File: src/rtl/svi_pkg.sv
// Package of the single-vector interrupt entry block: register offsets,
// field positions, reset values, source numbering, states and carriers.
// Assumes one 100 MHz clock and an 8-bit register file address space.
package svi_pkg;

    // ****************************************************************
    // Register offsets
    // ****************************************************************
    localparam logic [7:0] SVI_ADDR_SYS_MODE = 8'hdf;
    localparam logic [7:0] SVI_ADDR_PEND_ONE = 8'hd0;
    localparam logic [7:0] SVI_ADDR_PEND_TWO = 8'hd1;
    localparam logic [7:0] SVI_ADDR_ENA_ONE  = 8'hd2;
    localparam logic [7:0] SVI_ADDR_ENA_TWO  = 8'hd3;
    localparam logic [7:0] SVI_ADDR_STATUS   = 8'hd4;
    localparam logic [7:0] SVI_ADDR_MASK     = 8'hd5;

    // ****************************************************************
    // Fields and reset values
    // ****************************************************************
    localparam int         SVI_GIE_BIT       = 3;
    localparam logic [7:0] SVI_SYS_MODE_RST  = 8'h00;
    localparam int         SVI_NUM_SRC       = 14;
    localparam int         SVI_PEND_ONE_W    = 8;
    localparam int         SVI_PEND_TWO_W    = 6;
    localparam logic [13:0] SVI_SRC_RST      = 14'h0000;
    localparam logic [1:0] SVI_STAT_RST      = 2'h0;
    localparam int         SVI_STAT_ENTRY    = 0;
    localparam int         SVI_STAT_RETURN   = 1;

    // Source numbering; bits 0 to 7 are pending register one, bits 8 to
    // 13 are pending register two (watch timer lands on its bit 3).
    localparam int SVI_SRC_P0_BASE = 0;
    localparam int SVI_SRC_P1_BASE = 4;
    localparam int SVI_SRC_TIMER1A = 8;
    localparam int SVI_SRC_TIMERB  = 9;
    localparam int SVI_SRC_SERIAL  = 10;
    localparam int SVI_SRC_WATCH   = 11;
    localparam int SVI_SRC_P3_BASE = 12;

    // ****************************************************************
    // Vector and stack
    // ****************************************************************
    localparam logic [15:0] SVI_VEC_HI_ADDR = 16'h0000;
    localparam logic [15:0] SVI_VEC_LO_ADDR = 16'h0001;
    localparam logic [7:0]  SVI_SP_STEP     = 8'h01;
    localparam logic [7:0]  SVI_SP_FRAME    = 8'h03;

    // ****************************************************************
    // Types
    // ****************************************************************
    typedef enum logic [3:0] {
        SVI_IDLE     = 4'b0000,
        SVI_CLR_GIE  = 4'b0001,
        SVI_PUSH_PCL = 4'b0010,
        SVI_PUSH_PCH = 4'b0011,
        SVI_PUSH_FLG = 4'b0100,
        SVI_VEC_HI   = 4'b0101,
        SVI_VEC_LO   = 4'b0110,
        SVI_BRANCH   = 4'b0111,
        SVI_POP_FLG  = 4'b1000,
        SVI_POP_PCH  = 4'b1001,
        SVI_POP_PCL  = 4'b1010,
        SVI_RETURN   = 4'b1011
    } svi_state_e_t;

    typedef struct packed {
        logic        req;
        logic        we;
        logic        prog;
        logic [15:0] addr;
        logic [7:0]  wdata;
    } svi_mem_t;

    typedef struct packed {
        logic        pc_load;
        logic [15:0] pc;
        logic        flags_load;
        logic [7:0]  flags;
        logic        sp_load;
        logic [7:0]  sp;
    } svi_load_t;

    typedef struct packed {
        svi_state_e_t          state;
        logic [7:0]            sys_mode;
        logic [SVI_NUM_SRC-1:0] pend;
        logic [SVI_NUM_SRC-1:0] ena;
        logic [1:0]            stat;
        logic [1:0]            mask;
        logic [7:0]            rdata;
        logic                  ack;
        logic [7:0]            hold;
        logic [7:0]            hold2;
        svi_mem_t              mem;
        svi_load_t             load;
    } svi_state_t;

endpackage

File: src/rtl/svi_entry.sv
// Interrupt entry and return sequencer with pending, enable and global
// enable registers, for an 8-bit core with one shared interrupt vector.
// Assumes the core holds pc, flags and stack pointer steady while busy is
// high, and that memory answers a read in the cycle after the request.
//
// How it works
// - Every source uses one vector at program addresses 0000H and 0001H.
// - Bit 3 of system mode register at DFH is the software-writable enable.
// - Global enable 0 disables like the disable instruction; 1 enables.
// - Service needs global enable set and the source's own enable set.
// - A pending request is taken only at the end of an instruction.
// - Taking a request pulses acknowledge, then starts the entry cycle.
// - Entry first clears the global enable bit.
// - Entry pushes pc low, pc high, then the flags.
// - Handler high byte read from 0000H, low from 0001H, then branch.
// - Return instruction restores pc and flags and sets global enable.
// - A source requests by setting its own pending bit.
// - Pending bits survive acknowledge; software clears them before return.
// - No priority hardware; software polls pending bits for order.
// - Fourteen sources: timers, serial, watch timer, port 0, 1, 3 lines.
// - Writing 0 to a pending bit clears it; 1 leaves it.
// - Watch timer pending is bit 3 of pending register two.
//
// Added by the designer: the register addresses and strobed register access.
module svi_entry
    import svi_pkg::*;
(
    // Clock and reset
    input  wire logic                   clk,
    input  wire logic                   rst,
    // Register port
    input  wire logic [7:0]             reg_addr,
    input  wire logic [7:0]             reg_wdata,
    input  wire logic                   reg_wr,
    input  wire logic                   reg_rd,
    output logic      [7:0]             reg_rdata,
    // Peripheral event pulses
    input  wire logic [SVI_NUM_SRC-1:0] src_event,
    // Core side
    input  wire logic                   instr_end,
    input  wire logic                   enable_interrupts_instr,
    input  wire logic                   disable_interrupts_instr,
    input  wire logic                   interrupt_return_instr,
    input  wire logic [15:0]            cpu_pc,
    input  wire logic [7:0]             cpu_flags,
    input  wire logic [7:0]             cpu_sp,
    output logic                        irq_req,
    output logic                        cpu_ack,
    output logic                        busy,
    output svi_load_t                   cpu_load,
    output logic                        global_enable,
    // Memory port for stack and vector
    output svi_mem_t                    mem,
    input  wire logic [7:0]             mem_rdata,
    // Interrupt to the system
    output logic                        irq
);

    // ****************************************************************
    // State
    // ****************************************************************
    svi_state_t st_ff;
    svi_state_t nxt_st;

    logic [SVI_NUM_SRC-1:0] clr_mask;
    logic [1:0]             stat_set;
    logic                   wr_sys;

    // Unmasked request level towards the core.
    assign irq_req = |(st_ff.pend & st_ff.ena);

    always_comb begin
        clr_mask = '0;
        stat_set = SVI_STAT_RST;
        wr_sys   = reg_wr && (reg_addr == SVI_ADDR_SYS_MODE);
        nxt_st   = st_ff;

        nxt_st.ack             = 1'b0;
        nxt_st.mem             = '0;
        nxt_st.load.pc_load    = 1'b0;
        nxt_st.load.flags_load = 1'b0;
        nxt_st.load.sp_load    = 1'b0;

        // ************************************************************
        // Register writes
        // ************************************************************
        if (wr_sys) begin
            nxt_st.sys_mode = reg_wdata;
        end
        if (enable_interrupts_instr) begin
            nxt_st.sys_mode[SVI_GIE_BIT] = 1'b1;
        end
        if (disable_interrupts_instr) begin
            nxt_st.sys_mode[SVI_GIE_BIT] = 1'b0;
        end
        if (reg_wr && reg_addr == SVI_ADDR_PEND_ONE) begin
            clr_mask[SVI_PEND_ONE_W-1:0] = ~reg_wdata;
        end
        if (reg_wr && reg_addr == SVI_ADDR_PEND_TWO) begin
            clr_mask[SVI_NUM_SRC-1:SVI_PEND_ONE_W] =
                ~reg_wdata[SVI_PEND_TWO_W-1:0];
        end
        if (reg_wr && reg_addr == SVI_ADDR_ENA_ONE) begin
            nxt_st.ena[SVI_PEND_ONE_W-1:0] = reg_wdata;
        end
        if (reg_wr && reg_addr == SVI_ADDR_ENA_TWO) begin
            nxt_st.ena[SVI_NUM_SRC-1:SVI_PEND_ONE_W] =
                reg_wdata[SVI_PEND_TWO_W-1:0];
        end
        if (reg_wr && reg_addr == SVI_ADDR_MASK) begin
            nxt_st.mask = reg_wdata[1:0];
        end

        // A new event beats a clear in the same cycle; acknowledge does
        // not touch the pending bits.
        nxt_st.pend = (st_ff.pend & ~clr_mask) | src_event;

        // ************************************************************
        // Entry and return sequencer
        // ************************************************************
        case (st_ff.state)
            SVI_IDLE: begin
                if (instr_end && interrupt_return_instr) begin
                    nxt_st.mem.req  = 1'b1;
                    nxt_st.mem.addr = {8'h00, cpu_sp};
                    nxt_st.state    = SVI_POP_FLG;
                end else if (instr_end && irq_req &&
                             st_ff.sys_mode[SVI_GIE_BIT]) begin
                    nxt_st.ack   = 1'b1;
                    nxt_st.state = SVI_CLR_GIE;
                end
            end
            SVI_CLR_GIE: begin
                nxt_st.sys_mode[SVI_GIE_BIT] = 1'b0;
                nxt_st.mem.req   = 1'b1;
                nxt_st.mem.we    = 1'b1;
                nxt_st.mem.addr  = {8'h00, cpu_sp - SVI_SP_STEP};
                nxt_st.mem.wdata = cpu_pc[7:0];
                nxt_st.state     = SVI_PUSH_PCL;
            end
            SVI_PUSH_PCL: begin
                nxt_st.mem.req   = 1'b1;
                nxt_st.mem.we    = 1'b1;
                nxt_st.mem.addr  = {8'h00, cpu_sp - 8'h02};
                nxt_st.mem.wdata = cpu_pc[15:8];
                nxt_st.state     = SVI_PUSH_PCH;
            end
            SVI_PUSH_PCH: begin
                nxt_st.mem.req   = 1'b1;
                nxt_st.mem.we    = 1'b1;
                nxt_st.mem.addr  = {8'h00, cpu_sp - SVI_SP_FRAME};
                nxt_st.mem.wdata = cpu_flags;
                nxt_st.state     = SVI_PUSH_FLG;
            end
            SVI_PUSH_FLG: begin
                nxt_st.mem.req  = 1'b1;
                nxt_st.mem.prog = 1'b1;
                nxt_st.mem.addr = SVI_VEC_HI_ADDR;
                nxt_st.state    = SVI_VEC_HI;
            end
            SVI_VEC_HI: begin
                nxt_st.mem.req  = 1'b1;
                nxt_st.mem.prog = 1'b1;
                nxt_st.mem.addr = SVI_VEC_LO_ADDR;
                nxt_st.state    = SVI_VEC_LO;
            end
            SVI_VEC_LO: begin
                nxt_st.hold  = mem_rdata;
                nxt_st.state = SVI_BRANCH;
            end
            SVI_BRANCH: begin
                nxt_st.load.pc_load = 1'b1;
                nxt_st.load.pc      = {st_ff.hold, mem_rdata};
                nxt_st.load.sp_load = 1'b1;
                nxt_st.load.sp      = cpu_sp - SVI_SP_FRAME;
                stat_set[SVI_STAT_ENTRY] = 1'b1;
                nxt_st.state        = SVI_IDLE;
            end
            SVI_POP_FLG: begin
                nxt_st.mem.req  = 1'b1;
                nxt_st.mem.addr = {8'h00, cpu_sp + SVI_SP_STEP};
                nxt_st.state    = SVI_POP_PCH;
            end
            SVI_POP_PCH: begin
                nxt_st.hold2    = mem_rdata;
                nxt_st.mem.req  = 1'b1;
                nxt_st.mem.addr = {8'h00, cpu_sp + 8'h02};
                nxt_st.state    = SVI_POP_PCL;
            end
            SVI_POP_PCL: begin
                nxt_st.hold  = mem_rdata;
                nxt_st.state = SVI_RETURN;
            end
            SVI_RETURN: begin
                nxt_st.load.pc_load    = 1'b1;
                nxt_st.load.pc         = {st_ff.hold, mem_rdata};
                nxt_st.load.flags_load = 1'b1;
                nxt_st.load.flags      = st_ff.hold2;
                nxt_st.load.sp_load    = 1'b1;
                nxt_st.load.sp         = cpu_sp + SVI_SP_FRAME;
                nxt_st.sys_mode[SVI_GIE_BIT] = 1'b1;
                stat_set[SVI_STAT_RETURN] = 1'b1;
                nxt_st.state           = SVI_IDLE;
            end
            default: begin
                nxt_st.state = SVI_IDLE;
            end
        endcase

        // ************************************************************
        // Event status, write one to clear, set wins
        // ************************************************************
        if (reg_wr && reg_addr == SVI_ADDR_STATUS) begin
            nxt_st.stat = st_ff.stat & ~reg_wdata[1:0];
        end
        nxt_st.stat = nxt_st.stat | stat_set;

        // ************************************************************
        // Register reads, data valid in the following cycle
        // ************************************************************
        nxt_st.rdata = 8'h00;
        if (reg_rd) begin
            case (reg_addr)
                SVI_ADDR_SYS_MODE: nxt_st.rdata = st_ff.sys_mode;
                SVI_ADDR_PEND_ONE: nxt_st.rdata = st_ff.pend[7:0];
                SVI_ADDR_PEND_TWO: nxt_st.rdata = {2'h0, st_ff.pend[13:8]};
                SVI_ADDR_ENA_ONE:  nxt_st.rdata = st_ff.ena[7:0];
                SVI_ADDR_ENA_TWO:  nxt_st.rdata = {2'h0, st_ff.ena[13:8]};
                SVI_ADDR_STATUS:   nxt_st.rdata = {6'h00, st_ff.stat};
                SVI_ADDR_MASK:     nxt_st.rdata = {6'h00, st_ff.mask};
                default:           nxt_st.rdata = 8'h00;
            endcase
        end
    end

    always_ff @(posedge clk or posedge rst) begin
        if (rst) begin
            st_ff          <= '0;
            st_ff.state    <= SVI_IDLE;
            st_ff.sys_mode <= SVI_SYS_MODE_RST;
            st_ff.pend     <= SVI_SRC_RST;
            st_ff.ena      <= SVI_SRC_RST;
            st_ff.stat     <= SVI_STAT_RST;
            st_ff.mask     <= SVI_STAT_RST;
        end else begin
            st_ff <= nxt_st;
        end
    end

    // ****************************************************************
    // Outputs
    // ****************************************************************
    assign reg_rdata     = st_ff.rdata;
    assign cpu_ack       = st_ff.ack;
    assign busy          = (st_ff.state != SVI_IDLE);
    assign cpu_load      = st_ff.load;
    assign global_enable = st_ff.sys_mode[SVI_GIE_BIT];
    assign mem           = st_ff.mem;
    assign irq           = |(st_ff.stat & st_ff.mask);

endmodule

File: config.mk
export PLATFORM = sky130hd
export DESIGN_NAME = svi_entry
export DESIGN_NICKNAME = d
export VERILOG_FILES = /design/src/rtl/svi_pkg.sv /design/src/rtl/svi_entry.sv
export SDC_FILE = /design/constraint.sdc
export NUM_CORES = 1
export LEC_CHECK = 0
export BUFFER_PORTS_ARGS = -buffer_cell sky130_fd_sc_hd__buf_2
export CAP_MARGIN = 10
export CORE_AREA = 2 2 113 115
export CTS_CLUSTER_DIAMETER = 50
export DETAILED_ROUTE_END_ITERATION = 16
export DIE_AREA = 0 0 115 117
export HOLD_SLACK_MARGIN = 0.08
export PLACE_DENSITY_LB_ADDON = 0.15
export SKIP_LAST_GASP = 1
export SLEW_MARGIN = 20
export SYNTH_ARGS = -nofsm -noshare
export SYNTH_HDL_FRONTEND = slang
export SYNTH_SLANG_ARGS = --single-unit
export TNS_END_PERCENT = 5
File: constraint.sdc
create_clock -name clk -period 4.17 [get_ports clk]
set_input_delay 0.2085 -clock clk [delete_from_list [all_inputs] [get_ports clk]]
set_output_delay 0.2085 -clock clk [all_outputs]
set_load 0.005 [all_outputs]
# Word-level counts from Yosys, hierarchy flattened
# Cells that the tools add are included.
[word_totals]
input_bits = 78
wordCells = 106
regBits = 131
out_inout_bits = 75
[op_classes]
n_bitwise = 10
eq_ne = 19
n_addsub = 6
mux = 27
reduce_logical = 21
[op_table]
columns = ["cell", "count"]
rows = [
  ["16-bit one-hot mux with 7 select lines", 1],
  ["8-bit equality test, second input constant", 7],
  ["8-bit one-hot mux with 7 select lines", 1],
  ["4-bit one-hot mux with 10 select lines", 1],
  ["14-bit bitwise AND", 2],
  ["8-bit two-way mux", 3],
  ["8-bit one-hot mux with 3 select lines", 1],
  ["9-bit one-hot mux with 2 select lines", 1],
  ["17-bit two-way mux", 1],
  ["8-bit by 2-bit adder with 8-bit output, second input constant", 2],
  ["4-bit by 3-bit equality test with 1-bit output, second input constant", 4],
  ["4-bit equality test, second input constant", 4],
  ["8-bit by 2-bit subtractor with 8-bit output, second input constant", 2],
  ["14-bit NOT", 1],
  ["14-bit bitwise OR", 1],
  ["14-bit OR reduction", 1],
  ["4-bit two-way mux", 3],
  ["1-bit logical AND", 10],
  ["1-bit two-way mux", 10],
  ["9-bit two-way mux", 1],
  ["8-bit by 1-bit adder with 8-bit output, second input constant", 1],
  ["4-bit by 2-bit equality test with 1-bit output, second input constant", 2],
  ["8-bit NOT", 1],
  ["2-bit OR reduction", 4],
  ["16 further kinds", 18],
]

# Logic depth before layout (Yosys ltp)
# Gate-level depths: netlist of run 1.
[logic_depth]
ltp_word = 7
ltp_mapped = 12
depth_no_buf = 9

# Worst setup path after synthesis of run 1
# Ideal clock, no wire load.
[synth_path]
path_kind = "reg2reg"
startpoint = "reg st_ff[129] in the netlist's numbering"
endpoint = "reg st_ff, in the netlist mem[15]"
setup_slack_ps = 1423
arrival_ps = 2613
stages_incl_launch_ff = 12
required_ps = 4035
path_buffers = 2
setup_ps = 135
path_cell_list = "dfrtp_1 > or2_2 > buf_2 > nor2_1 > buf_2 > inv_1 > ha_1 > nand3b_1 > a31o_2 > a311oi_1 > mux2i_1 > o211ai_1"
[synth_rtl]
columns = ["element", "line", "source"]
rows = [
  ["from (decl)", "svi_entry.sv:62", "svi_state_t st_ff;"],
  ["from (signal assigned)", "svi_entry.sv:246", "st_ff <= nxt_st;"],
]

==> results of run 1 <==
final cells by class:
cell class | count | area, sq um
clock buffers | 22 | 464
clock inverters | 10 | 116
fillers | 1011 | 4320
inverters | 16 | 62.6
multi-input cells | 423 | 2900
flip-flops and latches | 122 | 3050
well taps | 150 | 188
repair buffers | 194 | 1210
layer usage:
metal | vias up | routed length, microns
li1 | 2451 | -
met1 | 2533 | 6620
met2 | 151 | 7970
met3 | 25 | 710
met4 | 0 | 285
met5 | - | 0
cells in the mapped netlist, types with 2 or more instances:
cell type  number  area, sq um
fa_1            2         40.0
nand2_1       113          424
and4_1          2         17.5
nor2_1         23         86.3
inv_1          14         52.6
dfrtp_1       122         3050
a22o_1          6         52.6
a221o_1         4         40.0
nand3_2         2         20.0
a22oi_1        24          180
mux2_1          2         22.5
nor3_1          8         40.0
a32oi_1         2         17.5
nor2_4          2         22.5
o21ai_0        28          140
buf_4          73          548
ha_1           16          200
a21o_1          5         37.5
mux2i_1         2         20.0
a21oi_1        23          115
xnor2_1         9         78.8
nand3_1         9         45.0
inv_2           2         7.51
a221oi_1        2         17.5
nor3b_1         2         15.0
and3_1          4         25.0
mux4_2          4         90.1
xor2_1          8         70.1
a211oi_1        5         37.5
buf_2          14         70.1
o22ai_1         2         12.5
mux2_2         37          417
nor3_2          3         30.0
nand2b_1       20          125
nor2b_1         6         37.5
a311oi_1        3         26.3
clkbuf_1        6         22.5
o211ai_1        4         30.0
nand3b_1        5         37.5
o221ai_1        7         61.3
power breakdown:
part | switching (mW) | leakage [nW] | internal, mW | total, mW
combinational | 0.713 | 2.06 | 0.697 | 1.41
sequential | 0.251 | 1.48 | 1.53 | 1.79
clock | 0.531 | 0.281 | 0.912 | 1.44
per-stage QoR:
step	setup slack [ns]	total power [mW]	util [%]
finish	0.990	4.64	64.9
global route	0.788	4.93	64.9
CTS	1.08	4.66	64.9
detailed placement	1.10	3.11	56.3
floorplan	0.719	2.93	-
global placement	1.29	3.05	56.3
registers in the layout (all words and copies together), names as in the netlist:
register / count
cpu_load: 34
cpu_ack: 1
global_enable: 1
st_ff: 59
reg_rdata: 8
mem: 19
kinds of logic (layout without fill, tap and decap cells):
group	count (synthesis)	count (layout)	share of synthesized area, %
xor+xnor	17	17	2.25
mux	45	45	8.29
simple gates	211	211	15.9
flops	122	122	46.1
fa+ha+maj	18	18	3.63
buf+inv	110	242	10.8
other cells	1	8	0.0566
compound gates	124	124	13.0
final timing paths:
path,cells past startpoint,startpoint,slack [ns],endpoint
setup / recovery,10,st_ff[129],0.99,mem[15]
hold / removal,2,reg_wdata[5],0.1,st_ff[104]
setup reg to reg,10,st_ff[129],0.99,mem[15]
hold reg to reg,2,cpu_load[25],0.46,cpu_load[25]
max in group asynchronous,4,rst,2.82,mem[15]
min in group asynchronous,3,rst,0.35,reg_rdata[4]
cell usage in the layout (no fill, tap or decap), drive strengths merged, types with 3 or more instances in the layout:
cell / instances
a211oi: 5
a21o: 5
a21oi: 23
a221o: 4
a22o: 6
a22oi: 24
a311oi: 3
and3: 4
buf: 147
clkbuf: 22
clkinv: 4
conb: 8
dfrtp: 122
dlygate4sd3: 47
ha: 16
inv: 18
mux2: 39
mux4: 4
nand2: 113
nand2b: 20
nand3: 11
nand3b: 5
nor2: 26
nor2b: 6
nor3: 11
nor3b: 3
o211ai: 4
o21ai: 29
o221ai: 7
xnor2: 9
xor2: 8
what timing repair did:
| action | CTS | global route |
|---|---|---|
| hold endpoints to repair | 88 | 0 |
| buffers inserted | 0 | 0 |
| hold buffers | 47 | 0 |
critical path: stages (launching register included):
cell      delay, ns
dfrtp_1        0.59
or2_2          0.46
nor2_1         0.11
buf_4          0.21
inv_1          0.15
ha_1           0.35
nand3b_1       0.14
a31o_2         0.26
a311oi_1       0.37
mux2i_1        0.27
o211ai_1       0.13
==> out/results.ini, run 1 <==
[grt]
grt_use_total_pct = 23.8
met2_usage_pct = 41.0
grt_pass1_vias = 5091
antenna_found_initial = 0
grt_max_degree = 54
busiest_layer = met2
met1_usage_pct = 29.6
grt_overflow = 0
grt_pass1_wl_microns = 25000
use_met3_pct = 4.79

[routing]
post_drt_via_cell_ratio = 5.51
drt_wl_total_microns = 15600
drt_pass1_iterations = 5
drtAntennaViolNets = 0
drc = 0
first_iter_violations = 354
wire_per_inst_microns = 16.6
vias = 5160

[sta]
max_freq_mhz = 314
slew_viol_final = 0
finalHoldViolCount = 0
final.min_clock_period_ns = 3.18
fin_hold_ws_ns = 0.0998
rsz0062_at_grt = false
worst_slew_pin_slew_ns = 0.841
finClkSkew_ns = 0.00770
finalSetupViolCount = 0
tns_ns = 0
period_share_pct = 76.3
relSlewSlack_pct = 43.6

[job]
maxCapViolCount = 0

[pwr]
power_density_nw_per_um2 = 580
p_leak_nw = 3.82
peakVddDrop_mv = 0.343

[cts]
worst_skew_pair.late_latency_ns = 0.41
cts_resized = 0
cts_tree = done
h-tree-depth = 4
numCtsBuffers = 17
cts.clk_slew.worst_paths_ns = 0.06
clock_path_buffers = 2
cts-root-buf = clkbuf_16
numClockSinks = 122

[placed_design]
placed_cells = 858
placed_area_sq_um = 6940
routabilityCongestion = 0.838
dp_hpwl_microns = 10800
io_buffers = 144

[setup_path]
start_kind = flip-flop
path_class = reg2reg
cp.required_ns = 4.44
arrival_ns = 3.45
critical_path.endpoint_type = flip-flop
crit_fanout = 16

[yosys]
syn_avg_cell_area_sq_um = 10.2
syn_area_sq_um = 6620
ys_seq_area_share_pct = 46.1
ys_types = 63
ys.warnings.count = 0
ys_ff_latch = 122
synthArstFlopShare_pct = 100
synth_flop_cell = dfrtp_1
synthesis.instances = 648
synth_edf_count = 0

[cells_and_area]
fin_cells = 937
antenna_cells = 0
final_layout_size_suffix_gt1_share_pct = 29.9
syn_to_final_growth_pct = 20.7
nets = 870
stdcell_area_sq_um = 8000

[die]
row_count = 41
initial_core_util_pct = 53.8
die_h_microns = 117
ios = 153
dieArea_sq_um = 13500
die_w_microns = 115
fp.coreArea_sq_um = 12300

[outcome]
status = finished, final reports clean

[hold_path]
hp-class = in2reg

Power figures use the tool's default switching activity.
==> run 2, diff against run 1 <==
- clock period: 4.17 -> 3.07 ns (I/O delays scaled with it)
==> run 2 against run 1 <==
Against the previous run:
- sequential share of layout area fell by 0.70 points
- hold slack improved by 0.0093 ns
- critical path depth fell by 1
- power rose by 35%
- routed wire length rose by 1.7%
- global-route usage rose by 0.55 points
- clock skew fell by 0.00063 ns
- via count rose by 1.8%
- largest power group unchanged
- highest routed layer unchanged
==> out/results.ini, run 2 (synthesis results as in run 1) <==
[setup_path]
path_class = reg2reg
r2r-start = st_ff[128]
rr_endpoint = mem[15]
cp.required_ns = 3.36
r2r.worst_path.cells = 9
worstPathCellList = or2_2, nor2_1, inv_1, ha_1, o21ai_0, a31o_2, a311oi_1, mux2i_1, o211ai_1
arrival_ns = 2.90
start_kind = flip-flop
critical_path.endpoint_type = flip-flop
critPathMaxStageDelay_ns = 0.41
crit_fanout = 6
rrSetupSlack_ns = 0.46
slowest_stage = ha_1

[cts]
clock_path_buffers = 2
numClockSinks = 122
cts_tree = done
worst_skew_pair.late_latency_ns = 0.42
cts.clk_slew.worst_paths_ns = 0.06
h-tree-depth = 4
cts_resized = 0
numCtsBuffers = 17
cts-root-buf = clkbuf_16

[grt]
grt_pass1_vias = 5110
grt_use_total_pct = 24.3
grt_overflow = 0
grt_max_degree = 61
antenna_found_initial = 0
grt_pass1_wl_microns = 25300

[cells_and_area]
antenna_cells = 0
mostFrequentLayoutCells = buf_2, dfrtp_1, nand2_1
final_layout_size_suffix_gt1_share_pct = 30.2
nets = 889
final_common_cell = buf_2
top_register = st_ff
syn_to_final_growth_pct = 23.0
largest_reg_flops = 59
fillers = 999

[hold_path]
min_from = instr_end
hold-path-cell-count = 3
hp-class = in2reg
whs_endpoint = cpu_ack

[pwr]
peakVddDrop_mv = 0.464
p_total_mw = 6.25
power_density_nw_per_um2 = 768
p_leak_nw = 3.87

[sta]
tns_ns = 0
slew_viol_final = 0
setup_slack_ns = 0.461
worst_slew_pin_slew_ns = 0.879
period_share_pct = 85.0
relSlewSlack_pct = 41.3
finalHoldViolCount = 0
fin_hold_ws_ns = 0.109
finalSetupViolCount = 0
finClkSkew_ns = 0.00707
max_freq_mhz = 383
final.min_clock_period_ns = 2.61
rsz0062_at_grt = false

[job]
maxCapViolCount = 0

[placed_design]
io_buffers = 144
preCtsSetupSlack_ns = 0.483
routabilityCongestion = 0.856
dp_hpwl_microns = 10900

[outcome]
status = finished, final reports clean

[routing]
drc = 0
post_drt_via_cell_ratio = 5.50
drt_pass1_iterations = 5
vias = 5252
drt_wl_total_microns = 15900
wire_per_inst_microns = 16.6
first_iter_violations = 366
drtAntennaViolNets = 0

[die]
die_w_microns = 115
fp.coreArea_sq_um = 12300
dieArea_sq_um = 13500
ios = 153
row_count = 41
die_h_microns = 117
initial_core_util_pct = 53.8

-- run 2: cell count changes in the layout (fill, tap and decap cells not counted), sizes merged --
| cell | previous run | this run |
|---|---|---|
| buf | 147 | 155 |
| clkbuf | 22 | 21 |
| bufinv | 2 | 1 |
| clkinv | 4 | 6 |
| clkinvlp | 2 | 3 |
| inv | 18 | 16 |
| dlygate4sd3 | 47 | 58 |
-- run 2: metal layers --
metal	GRT usage, %	part of all wire [%]
met5	0	0
met2	41.0	51
met3	5.05	4.9
met1	30.6	42
met4	10.4	2.1
-- run 2: power by group --
group	internal, mW	leakage, nW	switching, mW
sequential	2.09	1.48	0.234
combinational	0.983	2.12	1.09
clock	1.15	0.269	0.711
-- run 2: through the flow --
step	std cells	cell area (sq um)	utilization, %
floorplan	655	6650	-
global placement	866	7010	56.9
detailed placement	866	7010	56.9
CTS	955	8150	66.2
global route	955	8150	66.2
finish	955	8150	66.2
-- run 2: area by class of cell --
class	count	area (sq um)	share of cell area, %
Clock inverter	10	95.1	1.17
Inverter	16	63.8	0.783
Multi-Input combinational cell	423	2890	35.5
Clock buffer	21	460	5.65
Sequential cell	122	3050	37.5
Timing Repair Buffer	213	1400	17.1
Tap cell	150	188	2.30
-- run 2: worst max-delay path, delay by kind of cell (launching register included) --
family / cells / cell delay (ns)
AO/OA/AOI/OAI: 4 / 0.79
adder cells (fa/ha/maj): 1 / 0.41
AND/OR/NAND/NOR: 2 / 0.54
multiplexers: 1 / 0.24
flip-flops: 1 / 0.36
buffers and inverters: 1 / 0.14
-- run 2: timing repair --
action | in CTS | in global routing
hold endpoints to repair | 105 | 0
hold buffers | 58 | 0
buffers inserted | 0 | 0
-- run 2: how the worst max path moves through the flow --
stage,start,end,slack (ns)
2_1_floorplan,st_ff[129],mem[15],0.32
3_3_place_gp,st_ff[128],mem[15],0.55
3_5_place_dp,st_ff[128],mem[15],0.48
4_1_cts,st_ff[128],mem[15],0.48
5_1_grt,st_ff[128],mem[15],0.31
6_report,st_ff[128],mem[15],0.46
